File: config.mk
export PLATFORM = sky130hd
export DESIGN_NAME = serial_timer_pin_mux
export DESIGN_NICKNAME = d
export VERILOG_FILES = /design/src/common/pinmux_pkg.sv /design/src/core/serial_timer_pin_mux.sv
export SDC_FILE = /design/constraint.sdc
export NUM_CORES = 1
export LEC_CHECK = 0
export BUFFER_PORTS_ARGS = -buffer_cell sky130_fd_sc_hd__buf_2
export CAP_MARGIN = 10
export CORE_MARGIN = 4
export CORE_UTILIZATION = 35
export CTS_BUF_LIST = sky130_fd_sc_hd__clkbuf_4
export CTS_CLUSTER_DIAMETER = 200
export DETAILED_ROUTE_END_ITERATION = 10
export PLACE_DENSITY = 0.63
export SYNTH_ARGS = -nofsm -noshare
export SYNTH_HDL_FRONTEND = slang
export SYNTH_SLANG_ARGS = --single-unit
File: constraint.sdc
create_clock -name REF_CLK_IN -period 12.4 [get_ports REF_CLK_IN]
set_clock_uncertainty 0.05 [all_clocks]
set_input_delay 0.62 -clock REF_CLK_IN [delete_from_list [all_inputs] [get_ports REF_CLK_IN]]
set_output_delay 0.62 -clock REF_CLK_IN [all_outputs]
set_load 0.05 [all_outputs]
File: src/common/pinmux_pkg.sv
// constants, register map and carrier types for the serial and timer pin multiplexer
package pinmux_pkg;
    typedef logic [7:0] byte_t;
    // one port's software settings travel together
    typedef struct packed {
        byte_t data;
        byte_t dir;
        byte_t pull;
        byte_t od;
    } port_cfg_s;
    localparam int PORTS = 4;
    localparam int SERS = 3;
    localparam logic [1:0] IDX_P0 = 2'h0;
    localparam logic [1:0] IDX_P1 = 2'h1;
    localparam logic [1:0] IDX_P5 = 2'h2;
    localparam logic [1:0] IDX_P7 = 2'h3;
    // register byte addresses; 0x00..0x3c is port block, four words per port
    localparam logic [7:0] ADR_OMD = 8'h40;
    localparam logic [7:0] ADR_SER0 = 8'h44;
    localparam logic [7:0] ADR_SER1 = 8'h48;
    localparam logic [7:0] ADR_SER3 = 8'h4c;
    localparam logic [7:0] ADR_I2C = 8'h50;
    localparam logic [7:0] ADR_RMT = 8'h54;
    localparam logic [7:0] ADR_TLOC = 8'h58;
    localparam logic [7:0] ADR_PIN_BASE = 8'h60;
    localparam logic [7:0] ADR_PIN_END = 8'h70;
    localparam logic [1:0] FLD_DATA = 2'h0;
    localparam logic [1:0] FLD_DIR = 2'h1;
    localparam logic [1:0] FLD_PULL = 2'h2;
    localparam logic [1:0] FLD_OD = 2'h3;
    // serial mode register bits
    localparam int MODE_TX = 0;
    localparam int MODE_RX = 1;
    localparam int MODE_CLK = 2;
    localparam int MODE_UART = 3;
    localparam int MODE_LOCB = 4;
    localparam int I2C_EN = 0;
    localparam int I2C_LOCB = 1;
    localparam int RMT_EN = 0;
    localparam int TLOC_T0B = 0;
    localparam int TLOC_T4B = 1;
    // serial pin locations: ser0 a/b, ser1 a/b, ser3
    localparam int LOC_PORT [5] = '{0, 3, 0, 3, 2};
    localparam int LOC_TX [5] = '{3, 0, 0, 3, 1};
    localparam int LOC_RX [5] = '{4, 1, 1, 4, 0};
    localparam int LOC_CLK [5] = '{5, 2, 2, 5, 2};
    // timer, i2c and remote pin bits
    localparam int T0A_BIT = 0;
    localparam int T0B_BIT = 1;
    localparam int T4A_BIT = 2;
    localparam int T4B_BIT = 3;
    localparam int T1_BIT = 6;
    localparam int T5_BIT = 7;
    localparam int I2C_DA_BIT = 1;
    localparam int I2C_DB_BIT = 3;
    localparam int I2C_CK_BIT = 4;
    localparam int RMT_BIT = 0;
    localparam byte_t REG_RST = 8'h00;
endpackage

File: src/core/serial_timer_pin_mux.sv
// pin multiplexer for serial, uart, i2c, timer and remote-carrier pins with wishbone registers
//
// The Wishbone register port and the register addresses are this design's own decisions.
`timescale 1ns/1ps
`default_nettype none
// Operation
// - serial data and clock pins each choose push-pull or open-drain drive
// - transmit pin carries serial data only with output direction and transmit mode
// - receive pin feeds interface only with input direction and receive mode
// - serial clock pin direction follows port direction with interface mode
// - in uart mode the shared transmit pin carries uart transmit data
// - in uart mode the shared receive pin feeds the uart receiver
// - timer pins set as inputs deliver event clocks to their timers
// - timer pulse output needs port 1 special function and output direction
// - pull-up applies only to inputs whose pull-up bit is set
// - remote pin carries carrier only with special function, output and enable
// - pins without a selected peripheral behave as plain general-purpose pins
module serial_timer_pin_mux (
    input wire logic REF_CLK_IN,
    input wire logic RESET_IN,
    input wire logic WB_CYC_IN,
    input wire logic WB_STB_IN,
    input wire logic WB_WE_IN,
    input wire logic [7:0] WB_ADR_IN,
    input wire logic [3:0] WB_SEL_IN,
    input wire logic [31:0] WB_DAT_IN,
    output logic [31:0] WB_DAT_OUT,
    output logic WB_ACK_OUT,
    input wire logic [7:0] PORT0_PIN_IN,
    input wire logic [7:0] PORT1_PIN_IN,
    input wire logic [7:0] PORT5_PIN_IN,
    input wire logic [7:0] PORT7_PIN_IN,
    output logic [7:0] PORT0_PIN_OUT,
    output logic [7:0] PORT1_PIN_OUT,
    output logic [7:0] PORT5_PIN_OUT,
    output logic [7:0] PORT7_PIN_OUT,
    output logic [7:0] PORT0_PIN_OE_OUT,
    output logic [7:0] PORT1_PIN_OE_OUT,
    output logic [7:0] PORT5_PIN_OE_OUT,
    output logic [7:0] PORT7_PIN_OE_OUT,
    output logic [7:0] PORT0_PULLUP_OUT,
    output logic [7:0] PORT1_PULLUP_OUT,
    output logic [7:0] PORT5_PULLUP_OUT,
    output logic [7:0] PORT7_PULLUP_OUT,
    input wire logic [2:0] SER_TX_DATA_IN,
    input wire logic [2:0] SER_CLK_IN,
    output logic [2:0] SER_RX_DATA_OUT,
    output logic [2:0] SER_CLK_OUT,
    input wire logic [1:0] UART_TX_DATA_IN,
    output logic [1:0] UART_RX_DATA_OUT,
    input wire logic [3:0] TIMER_PULSE_IN,
    output logic [3:0] TIMER_EVENT_OUT,
    input wire logic REMOTE_CARRIER_IN,
    input wire logic I2C_DATA_DRV_IN,
    input wire logic I2C_CLOCK_DRV_IN,
    output logic I2C_DATA_OUT,
    output logic I2C_CLOCK_OUT
);

////////////////////////////////////////////////////////////////////////////////
// declarations

pinmux_pkg::port_cfg_s cfg_ff [pinmux_pkg::PORTS];
logic [7:0] omd_ff;
logic [7:0] mode_ff [pinmux_pkg::SERS];
logic [7:0] i2c_ff;
logic [7:0] rmt_ff;
logic [7:0] tloc_ff;
logic [7:0] pin_in [pinmux_pkg::PORTS];
logic [7:0] sync1_ff [pinmux_pkg::PORTS];
logic [7:0] sync_ff [pinmux_pkg::PORTS];
logic [7:0] psel [pinmux_pkg::PORTS];
logic [7:0] pval [pinmux_pkg::PORTS];
logic [7:0] drive [pinmux_pkg::PORTS];
logic [7:0] out_ff [pinmux_pkg::PORTS];
logic [7:0] oe_ff [pinmux_pkg::PORTS];
logic [7:0] pull_ff [pinmux_pkg::PORTS];
logic [2:0] nxt_rx;
logic [2:0] nxt_clk;
logic [1:0] nxt_urx;
logic [3:0] nxt_tev;
logic [2:0] rx_ff;
logic [2:0] clk_ff;
logic [1:0] urx_ff;
logic [3:0] tev_ff;
logic i2c_data_ff;
logic i2c_clock_ff;
logic ack_ff;
logic [31:0] dat_ff;
logic bus_req;
logic wr;
logic [1:0] wb_port;
logic [7:0] wb_byte;
logic [7:0] rd_data;

////////////////////////////////////////////////////////////////////////////////
// wishbone slave

// one request per cycle pair, ack drops after one cycle
assign bus_req = WB_CYC_IN & WB_STB_IN & ~ack_ff;
assign wr = bus_req & WB_WE_IN & WB_SEL_IN[0];
assign wb_port = WB_ADR_IN[5:4];
assign wb_byte = WB_DAT_IN[7:0];

// read mux, unmapped words read zero
always_comb begin
    rd_data = 8'h00;
    if (WB_ADR_IN < pinmux_pkg::ADR_OMD) begin
        case (WB_ADR_IN[3:2])
            pinmux_pkg::FLD_DATA: rd_data = cfg_ff[wb_port].data;
            pinmux_pkg::FLD_DIR: rd_data = cfg_ff[wb_port].dir;
            pinmux_pkg::FLD_PULL: rd_data = cfg_ff[wb_port].pull;
            default: rd_data = cfg_ff[wb_port].od;
        endcase
    end else if (WB_ADR_IN >= pinmux_pkg::ADR_PIN_BASE && WB_ADR_IN < pinmux_pkg::ADR_PIN_END) begin
        rd_data = sync_ff[WB_ADR_IN[3:2]]; // synchronised pin levels
    end else begin
        case (WB_ADR_IN)
            pinmux_pkg::ADR_OMD: rd_data = omd_ff;
            pinmux_pkg::ADR_SER0: rd_data = mode_ff[0];
            pinmux_pkg::ADR_SER1: rd_data = mode_ff[1];
            pinmux_pkg::ADR_SER3: rd_data = mode_ff[2];
            pinmux_pkg::ADR_I2C: rd_data = i2c_ff;
            pinmux_pkg::ADR_RMT: rd_data = rmt_ff;
            pinmux_pkg::ADR_TLOC: rd_data = tloc_ff;
            default: rd_data = 8'h00;
        endcase
    end
end

// ack and registered read data
always_ff @(posedge REF_CLK_IN or posedge RESET_IN) begin
    if (RESET_IN) begin
        ack_ff <= 1'b0;
        dat_ff <= 32'h00000000;
    end else begin
        ack_ff <= bus_req;
        if (bus_req) begin
            dat_ff <= {24'h000000, rd_data};
        end
    end
end

// port data, direction, pull-up and drive-type registers
always_ff @(posedge REF_CLK_IN or posedge RESET_IN) begin
    if (RESET_IN) begin
        for (int p = 0; p < pinmux_pkg::PORTS; p++) begin
            cfg_ff[p] <= '0;
        end
    end else if (wr && WB_ADR_IN < pinmux_pkg::ADR_OMD) begin
        case (WB_ADR_IN[3:2])
            pinmux_pkg::FLD_DATA: cfg_ff[wb_port].data <= wb_byte;
            pinmux_pkg::FLD_DIR: cfg_ff[wb_port].dir <= wb_byte;
            pinmux_pkg::FLD_PULL: cfg_ff[wb_port].pull <= wb_byte;
            default: cfg_ff[wb_port].od <= wb_byte;
        endcase
    end
end

// peripheral mode and selection registers
always_ff @(posedge REF_CLK_IN or posedge RESET_IN) begin
    if (RESET_IN) begin
        omd_ff <= pinmux_pkg::REG_RST;
        for (int s = 0; s < pinmux_pkg::SERS; s++) begin
            mode_ff[s] <= pinmux_pkg::REG_RST;
        end
        i2c_ff <= pinmux_pkg::REG_RST;
        rmt_ff <= pinmux_pkg::REG_RST;
        tloc_ff <= pinmux_pkg::REG_RST;
    end else if (wr) begin
        case (WB_ADR_IN)
            pinmux_pkg::ADR_OMD: omd_ff <= wb_byte;
            pinmux_pkg::ADR_SER0: mode_ff[0] <= wb_byte;
            pinmux_pkg::ADR_SER1: mode_ff[1] <= wb_byte;
            pinmux_pkg::ADR_SER3: mode_ff[2] <= wb_byte;
            pinmux_pkg::ADR_I2C: i2c_ff <= wb_byte;
            pinmux_pkg::ADR_RMT: rmt_ff <= wb_byte;
            pinmux_pkg::ADR_TLOC: tloc_ff <= wb_byte;
            default: ;
        endcase
    end
end

assign WB_ACK_OUT = ack_ff;
assign WB_DAT_OUT = dat_ff;

////////////////////////////////////////////////////////////////////////////////
// pin input synchronisers

assign pin_in[0] = PORT0_PIN_IN;
assign pin_in[1] = PORT1_PIN_IN;
assign pin_in[2] = PORT5_PIN_IN;
assign pin_in[3] = PORT7_PIN_IN;

// two flops before any logic looks at a pin
always_ff @(posedge REF_CLK_IN or posedge RESET_IN) begin
    if (RESET_IN) begin
        for (int p = 0; p < pinmux_pkg::PORTS; p++) begin
            sync1_ff[p] <= 8'h00;
            sync_ff[p] <= 8'h00;
        end
    end else begin
        for (int p = 0; p < pinmux_pkg::PORTS; p++) begin
            sync1_ff[p] <= pin_in[p];
            sync_ff[p] <= sync1_ff[p];
        end
    end
end

////////////////////////////////////////////////////////////////////////////////
// function routing

// selects peripheral drive per pin and gates pin levels into peripherals
always_comb begin
    int k;
    int pp;
    int tb;
    k = 0;
    pp = 0;
    tb = 0;
    for (int p = 0; p < pinmux_pkg::PORTS; p++) begin
        psel[p] = 8'h00;
        pval[p] = 8'h00;
    end
    nxt_rx = 3'b111;
    nxt_clk = 3'b111;
    nxt_urx = 2'b11;
    nxt_tev = 4'h0;
    for (int s = 0; s < pinmux_pkg::SERS; s++) begin
        k = 2 * s + ((s < 2 && mode_ff[s][pinmux_pkg::MODE_LOCB]) ? 1 : 0);
        pp = pinmux_pkg::LOC_PORT[k];
        // transmit data, uart or clocked serial
        if (mode_ff[s][pinmux_pkg::MODE_TX]) begin
            psel[pp][pinmux_pkg::LOC_TX[k]] = 1'b1;
            if (s < 2 && mode_ff[s][pinmux_pkg::MODE_UART]) begin
                pval[pp][pinmux_pkg::LOC_TX[k]] = UART_TX_DATA_IN[s == 1];
            end else begin
                pval[pp][pinmux_pkg::LOC_TX[k]] = SER_TX_DATA_IN[s];
            end
        end
        // received data only while the pin is an input
        if (mode_ff[s][pinmux_pkg::MODE_RX] && !cfg_ff[pp].dir[pinmux_pkg::LOC_RX[k]]) begin
            if (s < 2 && mode_ff[s][pinmux_pkg::MODE_UART]) begin
                nxt_urx[s == 1] = sync_ff[pp][pinmux_pkg::LOC_RX[k]];
            end else begin
                nxt_rx[s] = sync_ff[pp][pinmux_pkg::LOC_RX[k]];
            end
        end
        // clock pin: driven in master mode, sampled when an input
        if (mode_ff[s][pinmux_pkg::MODE_TX] || mode_ff[s][pinmux_pkg::MODE_RX]) begin
            if (mode_ff[s][pinmux_pkg::MODE_CLK]) begin
                psel[pp][pinmux_pkg::LOC_CLK[k]] = 1'b1;
                pval[pp][pinmux_pkg::LOC_CLK[k]] = SER_CLK_IN[s];
            end
            if (!cfg_ff[pp].dir[pinmux_pkg::LOC_CLK[k]]) begin
                nxt_clk[s] = sync_ff[pp][pinmux_pkg::LOC_CLK[k]];
            end
        end
    end
    // i2c pins; open-drain and output direction are set by software
    if (i2c_ff[pinmux_pkg::I2C_EN]) begin
        if (i2c_ff[pinmux_pkg::I2C_LOCB]) begin
            psel[pinmux_pkg::IDX_P5][pinmux_pkg::I2C_DB_BIT] = 1'b1;
            pval[pinmux_pkg::IDX_P5][pinmux_pkg::I2C_DB_BIT] = I2C_DATA_DRV_IN;
        end else begin
            psel[pinmux_pkg::IDX_P0][pinmux_pkg::I2C_DA_BIT] = 1'b1;
            pval[pinmux_pkg::IDX_P0][pinmux_pkg::I2C_DA_BIT] = I2C_DATA_DRV_IN;
        end
        psel[pinmux_pkg::IDX_P5][pinmux_pkg::I2C_CK_BIT] = 1'b1;
        pval[pinmux_pkg::IDX_P5][pinmux_pkg::I2C_CK_BIT] = I2C_CLOCK_DRV_IN;
    end
    // port 1 special function: remote carrier over timer 0 pulse
    if (omd_ff[pinmux_pkg::RMT_BIT]) begin
        psel[pinmux_pkg::IDX_P1][pinmux_pkg::RMT_BIT] = 1'b1;
        if (rmt_ff[pinmux_pkg::RMT_EN]) begin
            pval[pinmux_pkg::IDX_P1][pinmux_pkg::RMT_BIT] = REMOTE_CARRIER_IN;
        end else begin
            pval[pinmux_pkg::IDX_P1][pinmux_pkg::RMT_BIT] = TIMER_PULSE_IN[0];
        end
    end
    if (omd_ff[pinmux_pkg::T4A_BIT]) begin
        psel[pinmux_pkg::IDX_P1][pinmux_pkg::T4A_BIT] = 1'b1;
        pval[pinmux_pkg::IDX_P1][pinmux_pkg::T4A_BIT] = TIMER_PULSE_IN[2];
    end
    // timer event clocks from input pins
    tb = tloc_ff[pinmux_pkg::TLOC_T0B] ? pinmux_pkg::T0B_BIT : pinmux_pkg::T0A_BIT;
    nxt_tev[0] = !cfg_ff[1].dir[tb] & sync_ff[1][tb];
    nxt_tev[1] = !cfg_ff[3].dir[pinmux_pkg::T1_BIT] & sync_ff[3][pinmux_pkg::T1_BIT];
    tb = tloc_ff[pinmux_pkg::TLOC_T4B] ? pinmux_pkg::T4B_BIT : pinmux_pkg::T4A_BIT;
    nxt_tev[2] = !cfg_ff[1].dir[tb] & sync_ff[1][tb];
    nxt_tev[3] = !cfg_ff[3].dir[pinmux_pkg::T5_BIT] & sync_ff[3][pinmux_pkg::T5_BIT];
end

// peripheral-side inputs registered
always_ff @(posedge REF_CLK_IN or posedge RESET_IN) begin
    if (RESET_IN) begin
        rx_ff <= 3'b111;
        clk_ff <= 3'b111;
        urx_ff <= 2'b11;
        tev_ff <= 4'h0;
        i2c_data_ff <= 1'b1;
        i2c_clock_ff <= 1'b1;
    end else begin
        rx_ff <= nxt_rx;
        clk_ff <= nxt_clk;
        urx_ff <= nxt_urx;
        tev_ff <= nxt_tev;
        i2c_data_ff <= i2c_ff[pinmux_pkg::I2C_LOCB] ? sync_ff[2][pinmux_pkg::I2C_DB_BIT]
                                                    : sync_ff[0][pinmux_pkg::I2C_DA_BIT];
        i2c_clock_ff <= sync_ff[2][pinmux_pkg::I2C_CK_BIT];
    end
end

assign SER_RX_DATA_OUT = rx_ff;
assign SER_CLK_OUT = clk_ff;
assign UART_RX_DATA_OUT = urx_ff;
assign TIMER_EVENT_OUT = tev_ff;
assign I2C_DATA_OUT = i2c_data_ff;
assign I2C_CLOCK_OUT = i2c_clock_ff;

////////////////////////////////////////////////////////////////////////////////
// pin drivers

// unselected pins fall back to the port data latch
always_comb begin
    for (int p = 0; p < pinmux_pkg::PORTS; p++) begin
        drive[p] = (psel[p] & pval[p]) | (~psel[p] & cfg_ff[p].data);
    end
end

// open-drain releases the pin for a high; pull-up only on inputs
always_ff @(posedge REF_CLK_IN or posedge RESET_IN) begin
    if (RESET_IN) begin
        for (int p = 0; p < pinmux_pkg::PORTS; p++) begin
            out_ff[p] <= 8'h00;
            oe_ff[p] <= 8'h00;
            pull_ff[p] <= 8'h00;
        end
    end else begin
        for (int p = 0; p < pinmux_pkg::PORTS; p++) begin
            out_ff[p] <= drive[p] & ~cfg_ff[p].od;
            oe_ff[p] <= cfg_ff[p].dir & ~(cfg_ff[p].od & drive[p]);
            pull_ff[p] <= cfg_ff[p].pull & ~cfg_ff[p].dir;
        end
    end
end

assign PORT0_PIN_OUT = out_ff[0];
assign PORT1_PIN_OUT = out_ff[1];
assign PORT5_PIN_OUT = out_ff[2];
assign PORT7_PIN_OUT = out_ff[3];
assign PORT0_PIN_OE_OUT = oe_ff[0];
assign PORT1_PIN_OE_OUT = oe_ff[1];
assign PORT5_PIN_OE_OUT = oe_ff[2];
assign PORT7_PIN_OE_OUT = oe_ff[3];
assign PORT0_PULLUP_OUT = pull_ff[0];
assign PORT1_PULLUP_OUT = pull_ff[1];
assign PORT5_PULLUP_OUT = pull_ff[2];
assign PORT7_PULLUP_OUT = pull_ff[3];

////////////////////////////////////////////////////////////////////////////////
// assertions

property p_od_release;
    @(posedge REF_CLK_IN) disable iff (RESET_IN)
    (cfg_ff[0].od != 8'h00)
    |=> ((PORT0_PIN_OUT & $past(cfg_ff[0].od)) == 8'h00)
        && ((PORT0_PIN_OE_OUT & $past(cfg_ff[0].od & drive[0])) == 8'h00);
endproperty
a_od_release: assert property (p_od_release) else $error("open-drain pin drove high");

property p_ser0_tx;
    @(posedge REF_CLK_IN) disable iff (RESET_IN)
    (mode_ff[0][0] && !mode_ff[0][3] && !mode_ff[0][4] && cfg_ff[0].dir[3] && !cfg_ff[0].od[3])
    |=> PORT0_PIN_OE_OUT[3] && (PORT0_PIN_OUT[3] == $past(SER_TX_DATA_IN[0]));
endproperty
a_ser0_tx: assert property (p_ser0_tx) else $error("serial 0 data missing on transmit pin");

property p_ser0_rx;
    @(posedge REF_CLK_IN) disable iff (RESET_IN)
    (!mode_ff[0][1] || mode_ff[0][3]
        || (mode_ff[0][4] ? cfg_ff[3].dir[1] : cfg_ff[0].dir[4])) |=> SER_RX_DATA_OUT[0];
endproperty
a_ser0_rx: assert property (p_ser0_rx) else $error("serial 0 receive not held idle");

property p_ser3_clk_in;
    @(posedge REF_CLK_IN) disable iff (RESET_IN)
    (mode_ff[2][0] && !cfg_ff[2].dir[2]) ##1 (mode_ff[2][0] && !cfg_ff[2].dir[2])
    |=> SER_CLK_OUT[2] == $past(PORT5_PIN_IN[2], 3);
endproperty
a_ser3_clk_in: assert property (p_ser3_clk_in) else $error("serial 3 clock input not passed");

property p_uart1_tx;
    @(posedge REF_CLK_IN) disable iff (RESET_IN)
    (mode_ff[1][0] && mode_ff[1][3] && mode_ff[1][4] && cfg_ff[3].dir[3] && !cfg_ff[3].od[3])
    |=> PORT7_PIN_OUT[3] == $past(UART_TX_DATA_IN[1]);
endproperty
a_uart1_tx: assert property (p_uart1_tx) else $error("uart 1 data missing on pin");

property p_uart0_rx;
    @(posedge REF_CLK_IN) disable iff (RESET_IN)
    (mode_ff[0][1] && mode_ff[0][3] && !mode_ff[0][4] && !cfg_ff[0].dir[4])
    |=> (UART_RX_DATA_OUT[0] == $past(sync_ff[0][4])) && SER_RX_DATA_OUT[0];
endproperty
a_uart0_rx: assert property (p_uart0_rx) else $error("uart 0 receive path wrong");

property p_timer5_event;
    @(posedge REF_CLK_IN) disable iff (RESET_IN)
    cfg_ff[3].dir[7] |=> !TIMER_EVENT_OUT[3];
endproperty
a_timer5_event: assert property (p_timer5_event) else $error("event from output timer pin");

property p_timer4_out;
    @(posedge REF_CLK_IN) disable iff (RESET_IN)
    (omd_ff[2] && cfg_ff[1].dir[2] && !cfg_ff[1].od[2]) |=> PORT1_PIN_OUT[2] == $past(TIMER_PULSE_IN[2]);
endproperty
a_timer4_out: assert property (p_timer4_out) else $error("timer 4 pulse missing");

property p_pull_input;
    @(posedge REF_CLK_IN) disable iff (RESET_IN)
    cfg_ff[1].dir[0] |=> !PORT1_PULLUP_OUT[0];
endproperty
a_pull_input: assert property (p_pull_input) else $error("pull-up on an output pin");

property p_remote_out;
    @(posedge REF_CLK_IN) disable iff (RESET_IN)
    (omd_ff[0] && rmt_ff[0] && cfg_ff[1].dir[0] && !cfg_ff[1].od[0])
    |=> PORT1_PIN_OUT[0] == $past(REMOTE_CARRIER_IN);
endproperty
a_remote_out: assert property (p_remote_out) else $error("remote carrier missing");

property p_gpio_port7;
    @(posedge REF_CLK_IN) disable iff (RESET_IN)
    (mode_ff[0] == 8'h00 && mode_ff[1] == 8'h00)
    |=> PORT7_PIN_OUT == $past(cfg_ff[3].data & ~cfg_ff[3].od);
endproperty
a_gpio_port7: assert property (p_gpio_port7) else $error("idle port 7 not general purpose");

property p_ack_pulse;
    @(posedge REF_CLK_IN) disable iff (RESET_IN)
    WB_ACK_OUT |=> !WB_ACK_OUT;
endproperty
a_ack_pulse: assert property (p_ack_pulse) else $error("ack held longer than one cycle");

endmodule // serial_timer_pin_mux
`default_nettype wire

Word-level counts from Yosys, hierarchy flattened
Memory sizes are Yosys's and may differ from the RTL's.
Index checks and enable logic that the tools add are counted.
{ "classes": {"eq_ne": 9, "addsub": 1, "magnitude_cmp": 24, "n_reduce_logical": 30, "n_bitwise": 64, "n_mux": 160} }
{ "op_table": {"columns": ["operator", "n"], "rows": [
  ["$mux 32", 33],
  ["$bwmux 128", 4],
  ["$pmux 128 s3", 1],
  ["$demux 32 s2", 4],
  ["$and 8x8->8", 24],
  ["$bmux 32 s2", 3],
  ["$lt 32x5->1 const B", 6],
  ["$bwmux 32", 4],
  ["$ge 32x1->1 const B", 4],
  ["$not 8->8", 16],
  ["$mux 24", 5],
  ["$mux 8", 13],
  ["$or 32x32->32", 3],
  ["$mux 1", 65],
  ["$and 32x32->32", 2],
  ["$demux 8 s2", 4],
  ["$ge 32x3->1 const B", 2],
  ["$ge 32x4->1 const B", 2],
  ["$lt 32x1->1 const B", 2],
  ["$not 32->32", 2],
  ["$eq 8x7->1 const B", 7],
  ["$pmux 8 s7", 1],
  ["$bmux 8 s2", 3],
  ["$bmux 1 s3", 12],
  ["24 further kinds", 66]
]} }
{ "totals": {"output_inout_bits": 143, "in_bits": 96, "romBits": 2048, "regBits": 367, "n_memories": 8, "word_cells": 347} }
{ "mem_list": {"columns": ["memory", "depth", "width", "read_ports", "rd_ports_with_merged_regs", "write_ports", "line", "rtl"], "rows": [
  ["(name not given)", 8, 32, 1, 0, 0, "serial_timer_pin_mux.sv:238", "pval[pp][pinmux_pkg::LOC_TX[k]] = SER_TX_DATA_IN[s];"],
  ["(name not given)", 8, 32, 1, 0, 0, "serial_timer_pin_mux.sv:256", "nxt_clk[s] = sync_ff[pp][pinmux_pkg::LOC_CLK[k]];"],
  ["(name not given)", 8, 32, 1, 0, 0, "serial_timer_pin_mux.sv:231", "pp = pinmux_pkg::LOC_PORT[k];"],
  ["(name not given)", 8, 32, 1, 0, 0, "serial_timer_pin_mux.sv:256", null],
  ["(name not given)", 8, 32, 1, 0, 0, "serial_timer_pin_mux.sv:246", "nxt_rx[s] = sync_ff[pp][pinmux_pkg::LOC_RX[k]];"],
  ["(name not given)", 8, 32, 1, 0, 0, "serial_timer_pin_mux.sv:238", null],
  ["+2 memories", null, null, null, null, null, null, null]
]} }

Depth between registers and ports, before layout
{ "logic_depth": {"word_depth": 30, "ltp_mapped": 8, "ltp_nobuf": 6} }

Worst setup path before layout
Ideal clock, no wire load.
{ "synth_path": {"path_kind": "input port to flip-flop", "start": "input port WB_ADR_IN[4]", "end": "register (tool-made name)", "cell_stages": 7, "arrival_time_ns": 2.163, "setup_slack_ns": 10.062, "setup_time_ns": 0.125, "required_time_ns": 12.225, "n_path_buf": 3, "path_cell_list": "buf_2 buf_4 buf_6 nor2_1 nand2_1 nor2_2 mux2_2"} }
{ "synth_lines": {"columns": ["element", "line", "rtl"], "rows": [
  ["start: declaration", "serial_timer_pin_mux.sv:24", "input wire logic [7:0] WB_ADR_IN,"]
]} }

==> out/metrics.csv <==
stage;metric;value;unit
status;outcome;finished, final reports clean;
power_and_ir_drop;power_leakage;8.83;nW
min_path;min-delay-start;SER_TX_DATA_IN[2];
global_routing;grt_pass1_wl;63000;microns
min_path;hold_class;primary input to flop;
setup_path;r2r_start;WB_ACK_OUT;
clocking;path_clk_slew;0.06;ns
timing;period_needed;3.48;ns
drt;drt_iter0_drc;661;
timing;hold_violations;0;
power_and_ir_drop;switching_share;26.1;%
clocking;clock_tree.htree_level_count;3;
synth;synth_top_area_share;60.2;%
final_layout;most-common-layout-cells;357 x dfrtp_1, 207 x mux2_2, 185 x buf_2;
drt;vias;9588;
floorplanning;initial_utilization;35.3;%
drt;postRouteWirelength;42800;microns
synth;synth_edf_count;0;
setup_path;start_kind;flop;
clocking;clock_latency;0.75;ns
final_layout;final_layout_size_suffix_gt1_share;45.5;%
timing;setup_violations;0;
synth;synth_area;14800;sq um
setup_path;worstPathRequired;12.95;ns
placed_design;dp_hpwl;28800;microns
job;cap_violations;0;
final_layout;nets;1370;
setup_path;crit_type;flop to flop;
min_path;holdPathEnd;PORT5_PIN_OE_OUT[1];
clocking;cts_root_buf;clkbuf_4;
drt;dr.pass1.iters;8;
timing;finalCritPeriodShare;28.1;%
setup_path;critPathMaxFanout;14;
timing;fmax;0.287;GHz
synth;ys_types;56;
setup_path;crit_path_end_kind;flop;
min_path;whs_path_depth;3;
global_routing;antenna_found_initial;4;
timing;maxSlewViolCount;0;
global_routing;grt_max_degree;132;
placed_design;routabilityCongestion;0.895;
drt;wl_per_cell;22.8;microns
power_and_ir_drop;p_total;2.45;mW
power_and_ir_drop;peakVddDrop;0.0000717;V
synth;ys_top_cells_by_area;dfrtp_1 60%, mux2_2 16%, mux4_2 5.3%, nor2b_1 3.0%, dfstp_2 1.8%;
clocking;cts.sinks;367;
drt;ant_nets;0;
final_layout;final_common_cell;dfrtp_1;
setup_path;ff2ff_path_depth;6;
global_routing;grt_usage;18.7;%
placed_design;port_buffers;185;
synth;yosysWarnings;0;
clocking;cts_tree;done;
synth;synth_ff_type;dfrtp_1;
drt;via_per_inst;5.12;
floorplanning;rows;75;
clocking;cts_made_buffers;94;
timing;setup_tns;0;ns
timing;rsz0062_at_grt;false;
global_routing;grt_pass1_vias;9818;
synth;synth_seq_cells;367;
power_and_ir_drop;p_per_area;139;nW/um^2
final_layout;area_growth;19.0;%
floorplanning;core;41900;sq um
power_and_ir_drop;p_int;1.81;mW
synth;synth.largest_area_cell;dfrtp_1;
clocking;clk_path_buf_depth;3;
floorplanning;die_w;214;microns
floorplanning;die-area;45700;sq um
power_and_ir_drop;p_sw;0.641;mW
power_and_ir_drop;p_seq_share;51.1;%
setup_path;r2r_slack;8.92;ns
power_and_ir_drop;pwr-share-comb;8.4;%
power_and_ir_drop;clkPwrFrac;40.5;%
synth;synth_async_sr_flop_share;100;%
synth;netlist_instances;998;
synth;ys_seq_area_share;62.0;%
setup_path;arrival;4.03;ns
timing;worst_pin_slew;1.06;ns
synth;synth.avg_cell_area;14.9;sq um
floorplanning;die_h;214;microns
floorplanning;ios;239;
timing;max-slew-margin-rel;29.2;%
drt;drc;0;
global_routing;grt.overflow.total;0;
-- cell families after synthesis --
logic type	Yosys count	share of synthesized area, %
AO/OA/AOI/OAI	104	5.26
buffers and inverters	78	2.89
flip-flops	367	62.0
multiplexers	267	22.7
other	1	0.0253
AND/OR/NAND/NOR	181	7.08
-- cells in the mapped netlist, drive strengths merged, types with 3 or more instances --
cell / n
a21boi: 28
a21oi: 7
a221oi: 4
a22o: 8
a22oi: 6
a32o: 3
and3: 6
buf: 44
clkbuf: 25
dfrtp: 357
dfstp: 10
inv: 9
mux2: 208
mux2i: 24
mux4: 35
nand2: 22
nand2b: 3
nand3: 13
nand3b: 3
nor2: 42
nor2b: 71
nor3: 9
nor3b: 4
o211ai: 7
o21a: 4
o21ai: 11
o22a: 3
o22ai: 5
o32a: 3
-- worst max path at each step --
stage,start,end
CTS,WB_ACK_OUT,flop
floorplan,RESET_IN,PORT0_PIN_OE_OUT[0]
finish,WB_ACK_OUT,flop
global route,RESET_IN,async pin
global placement,WB_STB_IN,flop
detailed placement,WB_ADR_IN[3],flop
-- per-layer routing --
layer / vias up / GRT usage, % / share of wire (%)
li1: 4150 / - / -
met1: 4926 / 25.2 / 41
met2: 412 / 29.2 / 48
met3: 98 / 5.02 / 8.0
met4: 2 / 6.95 / 2.7
met5: - / 0 / 0.016
-- power groups by stage --
stage | clock (mW) | combinational (mW) | sequential [mW]
finish | 0.993 | 0.206 | 1.25
global route | 1.10 | 0.221 | 1.26
CTS | 1.04 | 0.208 | 1.25
detailed placement | 0 | 0.200 | 1.28
global placement | 0 | 0.199 | 1.27
floorplan | 0 | 0.102 | 1.31
-- layout make-up --
type | instances | area [sq um]
Fill cell | 3965 | 24300
Inverter | 9 | 41.3
Multi-Input combinational cell | 576 | 5290
Timing Repair Buffer | 226 | 1320
Sequential cell | 367 | 9200
Clock inverter | 26 | 153
Tap cell | 539 | 674
Antenna cell | 1 | 2.50
Clock buffer | 130 | 976
-- per-stage QoR --
stage	hold slack, ns	std cells	area (sq um)	worst slack (ns)	utilization, %
floorplan	0.281	1021	14900	1.56	-
detailed placement	0.285	1684	16200	8.71	38.6
global placement	0.283	1684	16200	8.82	38.6
finish	0.173	1874	17600	8.92	42.1
CTS	0.0837	1873	17600	9.02	42.1
global route	0.109	1874	17600	8.72	42.1
-- worst max-delay path, stage by stage, from the launching register on --
cell      delay (ns)
dfrtp_1         0.37
nand3b_1        0.36
inv_1           0.61
and3_1          0.45
nand2_1         0.22
nor2_2          0.87
mux2_2          0.42
-- repair_timing --
action                                 CTS  global route
buffers inserted                         0             0
endpoints found under the hold margin   53             0
resized for setup                        0             0
hold buffers                            33             0
No activity file was read; power rests on OpenSTA's default activity.
